==> config.mk <==
export PLATFORM = sky130hd
export DESIGN_NAME = rspc_top
export DESIGN_NICKNAME = d
export VERILOG_FILES = /design/src/rtl/rspc_pkg.sv /design/src/rtl/rspc_clk_div.sv /design/src/rtl/rspc_top.sv
export SDC_FILE = /design/constraint.sdc
export NUM_CORES = 1
export LEC_CHECK = 0
export BUFFER_PORTS_ARGS = -buffer_cell sky130_fd_sc_hd__buf_4
export CAP_MARGIN = 0
export CORE_MARGIN = 2
export CORE_UTILIZATION = 44
export CTS_BUF_LIST = sky130_fd_sc_hd__clkbuf_8
export DETAILED_ROUTE_END_ITERATION = 7
export PLACE_DENSITY = 0.91
export SLEW_MARGIN = 5
export SYNTH_ARGS = -nofsm -noshare
export SYNTH_HDL_FRONTEND = slang
export SYNTH_SLANG_ARGS = --single-unit
==> constraint.sdc <==
create_clock -name clk -period 2.31 [get_ports clk]
set_input_delay 0.3465 -clock clk [delete_from_list [all_inputs] [get_ports clk]]
set_output_delay 0.3465 -clock clk [all_outputs]
set_load 0.02 [all_outputs]
==> src/rtl/rspc_pkg.sv <==
/*
  Constants for the reset strap and pin configuration block: register
  offsets, field positions, reset values and the strap encodings.
  Assumes a 32-bit Avalon-MM register bus with byte addresses.
*/
package rspc_pkg;

  // ****************************************************************
  // Bus geometry
  // ****************************************************************
  localparam int unsigned ADDR_W  = 4;
  localparam int unsigned DATA_W  = 32;

  // ****************************************************************
  // Register offsets (byte addresses)
  // ****************************************************************
  localparam logic [3:0] OFS_STRAP_STATUS = 4'h0;
  localparam logic [3:0] OFS_PIN_CTRL     = 4'h4;
  localparam logic [3:0] OFS_PIN_STATUS   = 4'h8;

  // ****************************************************************
  // Strap status fields
  // ****************************************************************
  localparam int unsigned STS_CLK_DIV_BIT  = 0;
  localparam int unsigned STS_EXP_PORT_BIT = 1;
  localparam int unsigned STS_PWR_DN_BIT   = 2;
  localparam int unsigned STS_WAIT_DRV_BIT = 3;
  localparam int unsigned STS_MEM_CFG_LSB  = 4;
  localparam int unsigned STS_LOCKED_BIT   = 6;

  // ****************************************************************
  // Pin control fields and reset values
  // ****************************************************************
  localparam int unsigned CTL_GP2_OUT_BIT  = 0;
  localparam int unsigned CTL_GP2_DIR_BIT  = 1;
  localparam logic        GP2_OUT_RST      = 1'b0;
  localparam logic        GP2_DIR_RST      = 1'b0;

  // ****************************************************************
  // Pin status fields
  // ****************************************************************
  localparam int unsigned PST_GP2_IN_BIT   = 0;
  localparam int unsigned PST_BUS_CLK_BIT  = 1;
  localparam int unsigned PST_PD_PANEL_DATA_READY_BIT  = 2;
  localparam int unsigned PST_PD_MEM_ADDR_BIT11_BIT  = 3;

  // ****************************************************************
  // Strap encodings
  // ****************************************************************
  localparam logic       CLK_DIV_HALVE     = 1'b0;
  localparam logic       EXP_PORT_ON       = 1'b1;
  localparam logic       PWR_DN_ENABLED    = 1'b0;
  localparam logic       WAIT_TRI_IDLE     = 1'b1;
  localparam logic [1:0] MEM_CFG_FULL_ADDR = 2'h3;
  localparam logic [3:0] STRAP_RST         = 4'h0;
  localparam logic [1:0] MEM_CFG_RST       = 2'h0;

endpackage : rspc_pkg

==> src/rtl/rspc_clk_div.sv <==
/*
  Internal bus clock derivation from the sampled host bus clock input.
  Assumes the host bus clock is slower than clk and synchronous to it.
*/
module rspc_clk_div
(
  // Clock and reset
  input  wire logic clk,
  input  wire logic rst_n,
  // Control
  input  wire logic halve,
  // Host bus clock sample and derived clock
  input  wire logic host_bus_clock_in,
  output logic      bus_clk_out
);

  logic prev_r;
  logic prev_nxt;
  logic out_r;
  logic out_nxt;

  // ****************************************************************
  // Divider
  // ****************************************************************
  always_comb
  begin
    prev_nxt = host_bus_clock_in;
    if (halve)
    begin
      // Toggle once per rising edge: half the input rate
      out_nxt = (host_bus_clock_in && !prev_r) ? !out_r : out_r;
    end
    else
    begin
      out_nxt = host_bus_clock_in;
    end
  end

  always_ff @(posedge clk)
  begin
    if (!rst_n)
    begin
      prev_r <= 1'b0;
      out_r  <= 1'b0;
    end
    else
    begin
      prev_r <= prev_nxt;
      out_r  <= out_nxt;
    end
  end

  assign bus_clk_out = out_r;

endmodule : rspc_clk_div

==> src/rtl/rspc_top.sv <==
/*
  Reset strap latch and shared pin configuration: latches four
  configuration straps plus the memory layout straps after reset and
  steers the bus clock, upper panel data, data-ready, address bit 11
  and wait pins from them. Registers sit on an Avalon-MM slave.
  Assumes all inputs are synchronous to clk and straps held in reset.
*/
// Functional notes
// - Clock-divide strap selects halved or undivided host bus clock internally.
// - Expansion strap selects direct 16-bit passive panel drive or expansion port.
// - Power-down strap makes data-ready or address bit 11 the power-down output.
// - Wait-drive strap drives wait always or tristates it when host is idle.
// - Expansion signals reach upper panel data only when its strap latched 1.
// - Enabled expansion port takes upper eight panel data pins; data-ready follows power-down strap only in the full address layout.
module rspc_top
(
  // Clock and reset
  input  wire logic        clk,
  input  wire logic        rst_n,
  // Avalon-MM slave
  input  wire logic [3:0]  avs_address,
  input  wire logic        avs_read,
  input  wire logic        avs_write,
  input  wire logic [31:0] avs_writedata,
  output logic      [31:0] avs_readdata,
  output logic             avs_waitrequest,
  // Strap inputs
  input  wire logic        clock_divide_strap,
  input  wire logic        expansion_port_strap,
  input  wire logic        power_down_pin_strap,
  input  wire logic        wait_drive_strap,
  input  wire logic [1:0]  mem_config_strap,
  // Host bus
  input  wire logic        host_bus_clock_in,
  input  wire logic        host_access,
  input  wire logic        host_wait_req,
  output logic             bus_clk_int,
  output logic             wait_n_out,
  output logic             wait_n_oe_n,
  // Panel side
  input  wire logic [7:0]  panel_pixel_upper,
  input  wire logic        panel_ready_int,
  output logic      [7:0]  panel_data_upper,
  output logic             panel_data_ready,
  // Expansion port side
  input  wire logic [7:0]  expansion_data,
  input  wire logic        expansion_power_down,
  output logic             expansion_active,
  // Memory address bit 11 / general pin two
  input  wire logic        mem_addr_int11,
  input  wire logic        mem_addr_bit11_in,
  output logic             mem_addr_bit11_out,
  output logic             mem_addr_bit11_oe_n
);

  // ****************************************************************
  // Strap latch state machine
  // ****************************************************************
  typedef enum logic [1:0]
  {
    RSPC_ST_WAIT   = 2'b01,
    RSPC_ST_LOCKED = 2'b10
  } rspc_state_e;

  rspc_state_e state_r;
  rspc_state_e state_nxt;
  logic [3:0]  strap_r;
  logic [3:0]  strap_nxt;
  logic [1:0]  mem_cfg_r;
  logic [1:0]  mem_cfg_nxt;

  logic halve_clk;
  logic exp_en;
  logic pd_on_panel_data_ready;
  logic pd_on_mem_addr_bit11;
  logic wait_tri;
  logic full_addr;

  // Capture on the first edge after release, since a synchronous reset
  // must load constants only; the board keeps the straps steady.
  always_comb
  begin
    state_nxt   = state_r;
    strap_nxt   = strap_r;
    mem_cfg_nxt = mem_cfg_r;
    unique case (state_r)
      RSPC_ST_WAIT:
      begin
        strap_nxt   = {wait_drive_strap, power_down_pin_strap,
                       expansion_port_strap, clock_divide_strap};
        mem_cfg_nxt = mem_config_strap;
        state_nxt   = RSPC_ST_LOCKED;
      end
      RSPC_ST_LOCKED:
      begin
        state_nxt = RSPC_ST_LOCKED;
      end
      default:
      begin
        state_nxt = RSPC_ST_WAIT;
      end
    endcase
  end

  always_ff @(posedge clk)
  begin
    if (!rst_n)
    begin
      state_r   <= RSPC_ST_WAIT;
      strap_r   <= rspc_pkg::STRAP_RST;
      mem_cfg_r <= rspc_pkg::MEM_CFG_RST;
    end
    else
    begin
      state_r   <= state_nxt;
      strap_r   <= strap_nxt;
      mem_cfg_r <= mem_cfg_nxt;
    end
  end

  // ****************************************************************
  // Decoded configuration
  // ****************************************************************
  // Pins stay in their plain panel/general pin two role until the latch is done
  assign halve_clk  = (strap_r[rspc_pkg::STS_CLK_DIV_BIT] == rspc_pkg::CLK_DIV_HALVE);
  assign exp_en     = (state_r == RSPC_ST_LOCKED) &&
                      (strap_r[rspc_pkg::STS_EXP_PORT_BIT] == rspc_pkg::EXP_PORT_ON);
  assign full_addr  = (mem_cfg_r == rspc_pkg::MEM_CFG_FULL_ADDR);
  assign pd_on_panel_data_ready = (state_r == RSPC_ST_LOCKED) && full_addr &&
                      (strap_r[rspc_pkg::STS_PWR_DN_BIT] == rspc_pkg::PWR_DN_ENABLED);
  assign pd_on_mem_addr_bit11 = (state_r == RSPC_ST_LOCKED) && !full_addr &&
                      (strap_r[rspc_pkg::STS_PWR_DN_BIT] == rspc_pkg::PWR_DN_ENABLED);
  assign wait_tri   = (strap_r[rspc_pkg::STS_WAIT_DRV_BIT] == rspc_pkg::WAIT_TRI_IDLE);

  // ****************************************************************
  // Bus clock
  // ****************************************************************
  logic bus_clk_div;

  rspc_clk_div u_clk_div
  (
    .clk               (clk),
    .rst_n             (rst_n),
    .halve             (halve_clk),
    .host_bus_clock_in (host_bus_clock_in),
    .bus_clk_out       (bus_clk_div)
  );

  // ****************************************************************
  // Register file and Avalon-MM slave
  // ****************************************************************
  logic        gp2_out_r;
  logic        gp2_out_nxt;
  logic        gp2_dir_r;
  logic        gp2_dir_nxt;
  logic        waitreq_r;
  logic        waitreq_nxt;
  logic [31:0] rdata_r;
  logic [31:0] rdata_nxt;
  logic        req;

  assign req = avs_read || avs_write;

  // One wait cycle per access: the answer is registered, so every
  // output of the slave comes from a flip-flop.
  always_comb
  begin
    waitreq_nxt = !(req && waitreq_r);
    rdata_nxt   = rdata_r;
    gp2_out_nxt = gp2_out_r;
    gp2_dir_nxt = gp2_dir_r;
    if (avs_read && waitreq_r)
    begin
      rdata_nxt = 32'h0;
      unique case (avs_address)
        rspc_pkg::OFS_STRAP_STATUS:
        begin
          rdata_nxt[3:0] = strap_r;
          rdata_nxt[rspc_pkg::STS_MEM_CFG_LSB +: 2] = mem_cfg_r;
          rdata_nxt[rspc_pkg::STS_LOCKED_BIT] = (state_r == RSPC_ST_LOCKED);
        end
        rspc_pkg::OFS_PIN_CTRL:
        begin
          rdata_nxt[rspc_pkg::CTL_GP2_OUT_BIT] = gp2_out_r;
          rdata_nxt[rspc_pkg::CTL_GP2_DIR_BIT] = gp2_dir_r;
        end
        rspc_pkg::OFS_PIN_STATUS:
        begin
          rdata_nxt[rspc_pkg::PST_GP2_IN_BIT]  = mem_addr_bit11_in;
          rdata_nxt[rspc_pkg::PST_BUS_CLK_BIT] = bus_clk_div;
          rdata_nxt[rspc_pkg::PST_PD_PANEL_DATA_READY_BIT] = pd_on_panel_data_ready;
          rdata_nxt[rspc_pkg::PST_PD_MEM_ADDR_BIT11_BIT] = pd_on_mem_addr_bit11;
        end
        default:
        begin
          rdata_nxt = 32'h0;
        end
      endcase
    end
    // Write lands at the edge where the master sees waitrequest low
    if (avs_write && !waitreq_r && (avs_address == rspc_pkg::OFS_PIN_CTRL))
    begin
      gp2_out_nxt = avs_writedata[rspc_pkg::CTL_GP2_OUT_BIT];
      gp2_dir_nxt = avs_writedata[rspc_pkg::CTL_GP2_DIR_BIT];
    end
  end

  always_ff @(posedge clk)
  begin
    if (!rst_n)
    begin
      waitreq_r <= 1'b1;
      rdata_r   <= 32'h0;
      gp2_out_r <= rspc_pkg::GP2_OUT_RST;
      gp2_dir_r <= rspc_pkg::GP2_DIR_RST;
    end
    else
    begin
      waitreq_r <= waitreq_nxt;
      rdata_r   <= rdata_nxt;
      gp2_out_r <= gp2_out_nxt;
      gp2_dir_r <= gp2_dir_nxt;
    end
  end

  assign avs_waitrequest = waitreq_r;
  assign avs_readdata    = rdata_r;

  // ****************************************************************
  // Pin multiplexing
  // ****************************************************************
  logic [7:0] pdu_r;
  logic [7:0] pdu_nxt;
  logic       panel_data_ready_r;
  logic       panel_data_ready_nxt;
  logic       mem_addr_bit11_out_r;
  logic       mem_addr_bit11_out_nxt;
  logic       mem_addr_bit11_oe_n_r;
  logic       mem_addr_bit11_oe_n_nxt;
  logic       wait_r;
  logic       wait_nxt;
  logic       wait_oe_n_r;
  logic       wait_oe_n_nxt;
  logic       exp_act_r;
  logic       bclk_r;

  // Upper panel data: one selector per pin
  genvar gi;
  generate
    for (gi = 0; gi < 8; gi++)
    begin : g_pdu
      always_comb
      begin
        pdu_nxt[gi] = exp_en ? expansion_data[gi]
                             : panel_pixel_upper[gi];
      end
    end
  endgenerate

  always_comb
  begin
    // Data-ready carries power-down only in the full address layout
    panel_data_ready_nxt = pd_on_panel_data_ready ? expansion_power_down : panel_ready_int;

    if (pd_on_mem_addr_bit11)
    begin
      mem_addr_bit11_out_nxt  = expansion_power_down;
      mem_addr_bit11_oe_n_nxt = 1'b0;
    end
    else if (full_addr)
    begin
      mem_addr_bit11_out_nxt  = mem_addr_int11;
      mem_addr_bit11_oe_n_nxt = 1'b0;
    end
    else
    begin
      // General pin two defaults to input so an unused pin never fights
      mem_addr_bit11_out_nxt  = gp2_out_r;
      mem_addr_bit11_oe_n_nxt = !gp2_dir_r;
    end

    wait_nxt      = !host_wait_req;
    wait_oe_n_nxt = wait_tri && !host_access;
  end

  always_ff @(posedge clk)
  begin
    if (!rst_n)
    begin
      pdu_r       <= 8'h00;
      panel_data_ready_r      <= 1'b0;
      mem_addr_bit11_out_r  <= 1'b0;
      mem_addr_bit11_oe_n_r <= 1'b1;
      wait_r      <= 1'b1;
      wait_oe_n_r <= 1'b1;
      exp_act_r   <= 1'b0;
      bclk_r      <= 1'b0;
    end
    else
    begin
      pdu_r       <= pdu_nxt;
      panel_data_ready_r      <= panel_data_ready_nxt;
      mem_addr_bit11_out_r  <= mem_addr_bit11_out_nxt;
      mem_addr_bit11_oe_n_r <= mem_addr_bit11_oe_n_nxt;
      wait_r      <= wait_nxt;
      wait_oe_n_r <= wait_oe_n_nxt;
      exp_act_r   <= exp_en;
      bclk_r      <= bus_clk_div;
    end
  end

  assign panel_data_upper    = pdu_r;
  assign panel_data_ready    = panel_data_ready_r;
  assign mem_addr_bit11_out  = mem_addr_bit11_out_r;
  assign mem_addr_bit11_oe_n = mem_addr_bit11_oe_n_r;
  assign wait_n_out          = wait_r;
  assign wait_n_oe_n         = wait_oe_n_r;
  assign expansion_active    = exp_act_r;
  assign bus_clk_int         = bclk_r;

endmodule : rspc_top

==> impl_metrics.toml <==
[outcome]
status = "complete, no violations"

[run]
maxCapViolations = 0

[yosys]
synth-seq-cells = 35
yosysMostFrequentCell = "dfxtp_1"
synth_common_cells = "35 x dfxtp_1, 25 x buf_4, 18 x a21oi_1"
synth-async-reset-ratio_pct = 0
netlist.area_leader.share_pct = 45.1
synth_cells = 175
syn_area_per_cell_um2 = 8.88
synth-edff-count = 0
ys_seq_area_share_pct = 45.1
synth_top_area_cell = "dfxtp_1"
syn_area_um2 = 1550
synth_ff_type = "dfxtp_1"
ys.warnings.count = 0
synth.area.top_cells = "dfxtp_1 45%, buf_4 12%, a21oi_1 5.8%, mux2i_1 5.2%, nand2_1 4.1%"
synthDistinctLibCells = 32

[timing]
max_freq_ghz = 0.720
period_minus_slack_ns = 1.39
totalNegativeSetupSlack_ns = 0
rsz0062_at_grt = "false"
timing.final.crit_share_pct = 60.1
setup_viol_count_final = 0
finClkSkew_ns = 0.00413
maxSlewViolCount = 0
hold_violations = 0

[final_layout]
drive_gt1_share_pct = 30.5
n_antenna_cell = 0
nNetsFinal = 308
utilization_pct = 60.2
layout-area-overhead-vs-synth_pct = 30.4

[routing]
drtPass1Iterations = 4
ant_nets = 0
routed_wl_um = 3530
wl_per_cell_um = 12.5
drc_errors = 0
vias = 1336
drt-initial-drc-count = 141
viasPerCell = 4.74

[floorplan]
die-area_um2 = 4020
fp.dieW_um = 63.4
num_rows = 21
start_util_pct = 46.2
die_y_um = 63.4
ios = 117
core_um2 = 3360

[cts]
postCtsSetupRepairBufs = 0
tritoncts = "yes"
cts_buffer_depth = 2
cts-resized-gates = 0
cts_root_buf = "clkbuf_8"
cts_buffers = 5
clock-sinks = 35
clkLatencyLatePin_ns = 0.29
htreeDepth = 2
path_clk_slew_ns = 0.06
cts_hold_buf = 0

[global_route]
first_global_vias = 1254
antenna_found_initial = 0
gr-total-overflow = 0
grt_usage_pct = 18.3
grt_max_degree = 27
grt_pass1_wl_um = 5600

[worst_setup_path]
worst_ep_arrival_time_ns = 1.60
crit_fanout = 9
crit_path_end_kind = "flip-flop"
crit_path_start_kind = "flip-flop"
reg2reg_slack_ns = 0.92
path_class = "reg2reg"
cp.required_ns = 2.53

[worst_hold_path]
hp-class = "in2reg"

[power_and_ir_drop]
power_density_nw_per_um2 = 754
power_leakage_uw = 0.000956
ir_worst_vdd_mv = 0.307

[placed_design]
dp_hpwl_um = 2640
port_buffers = 61
place_congestion = 0.834
[power by group]
group	total [uW]	internal, uW	switching (uW)	leakage [uW]
Clock	395	196	199	0.0000413
Sequential	738	679	59.7	0.000288
Combinational	394	177	217	0.000626
[routing by layer]
layer	vias up	track usage, %	part of all wire, %
met1	592	20.3	41
met4	0	8.97	2.0
met2	60	29.3	47
li1	677	-	-
met3	7	8.39	10
met5	-	0	0
[final cells by class]
| cell class | instances | area [um^2] |
|---|---|---|
| Sequential cell | 35 | 701 |
| Tap cell | 46 | 57.6 |
| Inverter | 6 | 22.5 |
| Multi-Input combinational cell | 127 | 707 |
| Clock inverter | 1 | 3.75 |
| Fill cell | 310 | 1340 |
| Clock buffer | 5 | 68.8 |
| Timing Repair Buffer | 62 | 465 |
[path summary, 6_finish.rpt]
check | cells past startpoint | to | from
min | 2 | wait_n_out | host_wait_req
min reg2reg | 2 | avs_readdata[5] | avs_readdata[5]
max | 6 | panel_data_upper[6] | state_r[0]
max reg2reg | 6 | panel_data_upper[6] | state_r[0]
[registers in the layout, indices dropped and copies added, names as in the netlist, 2 cells and up]
signal	count
state_r	2
panel_data_upper	8
strap_r	4
mem_cfg_r	2
avs_readdata	7
[kinds of logic after synthesis]
logic type	after synthesis	share of synthesized area (%)
simple gates	60	19.9
buf+inv	37	15.2
flops	35	45.1
compound gates	31	12.1
mux	9	5.88
fa+ha+maj	2	1.61
other cells	1	0.241
[stage by stage]
stage | instances | power (uW) | cell area (um^2) | hold WS [ns] | worst slack (ns)
final | 282 | 1530 | 2030 | 0.208 | 0.922
after global routing | 282 | 1610 | 2030 | 0.215 | 0.806
after CTS | 282 | 1540 | 2030 | 0.199 | 0.910
after detailed placement | 276 | 1140 | 1950 | 0.458 | 0.925
after global placement | 276 | 1130 | 1950 | 0.443 | 0.991
after floorplan | 199 | 1030 | 1640 | 0.408 | 1.15
[layout by cell type, fill, tap and decap left out, drive strengths merged]
| master | instances |
|---|---|
| buf | 62 |
| dfxtp | 35 |
| conb | 25 |
| a21oi | 18 |
| nand2 | 17 |
| nor2 | 13 |
| nand3 | 10 |
| mux2i | 8 |
| nand4 | 7 |
| inv | 7 |
| clkbuf | 5 |
| o21ai | 4 |
| and2 | 4 |
| o31ai | 4 |
| nor2b | 3 |
| a211oi | 2 |
| a222oi | 2 |
| ha | 2 |
| nand2b | 1 |
| nand3b | 1 |
| nand4bb | 1 |
| o211ai | 1 |
| nand4b | 1 |
| and2b | 1 |
| nor4 | 1 |
| mux2 | 1 |
[worst max-delay path, cell delays in order, from the launching register on]
cell	delay [ns]
dfxtp_1	0.34
inv_1	0.05
ha_1	0.24
buf_4	0.19
nand2_1	0.24
nand2_1	0.11
a21oi_1	0.16
Power figures use the tool's default switching activity.
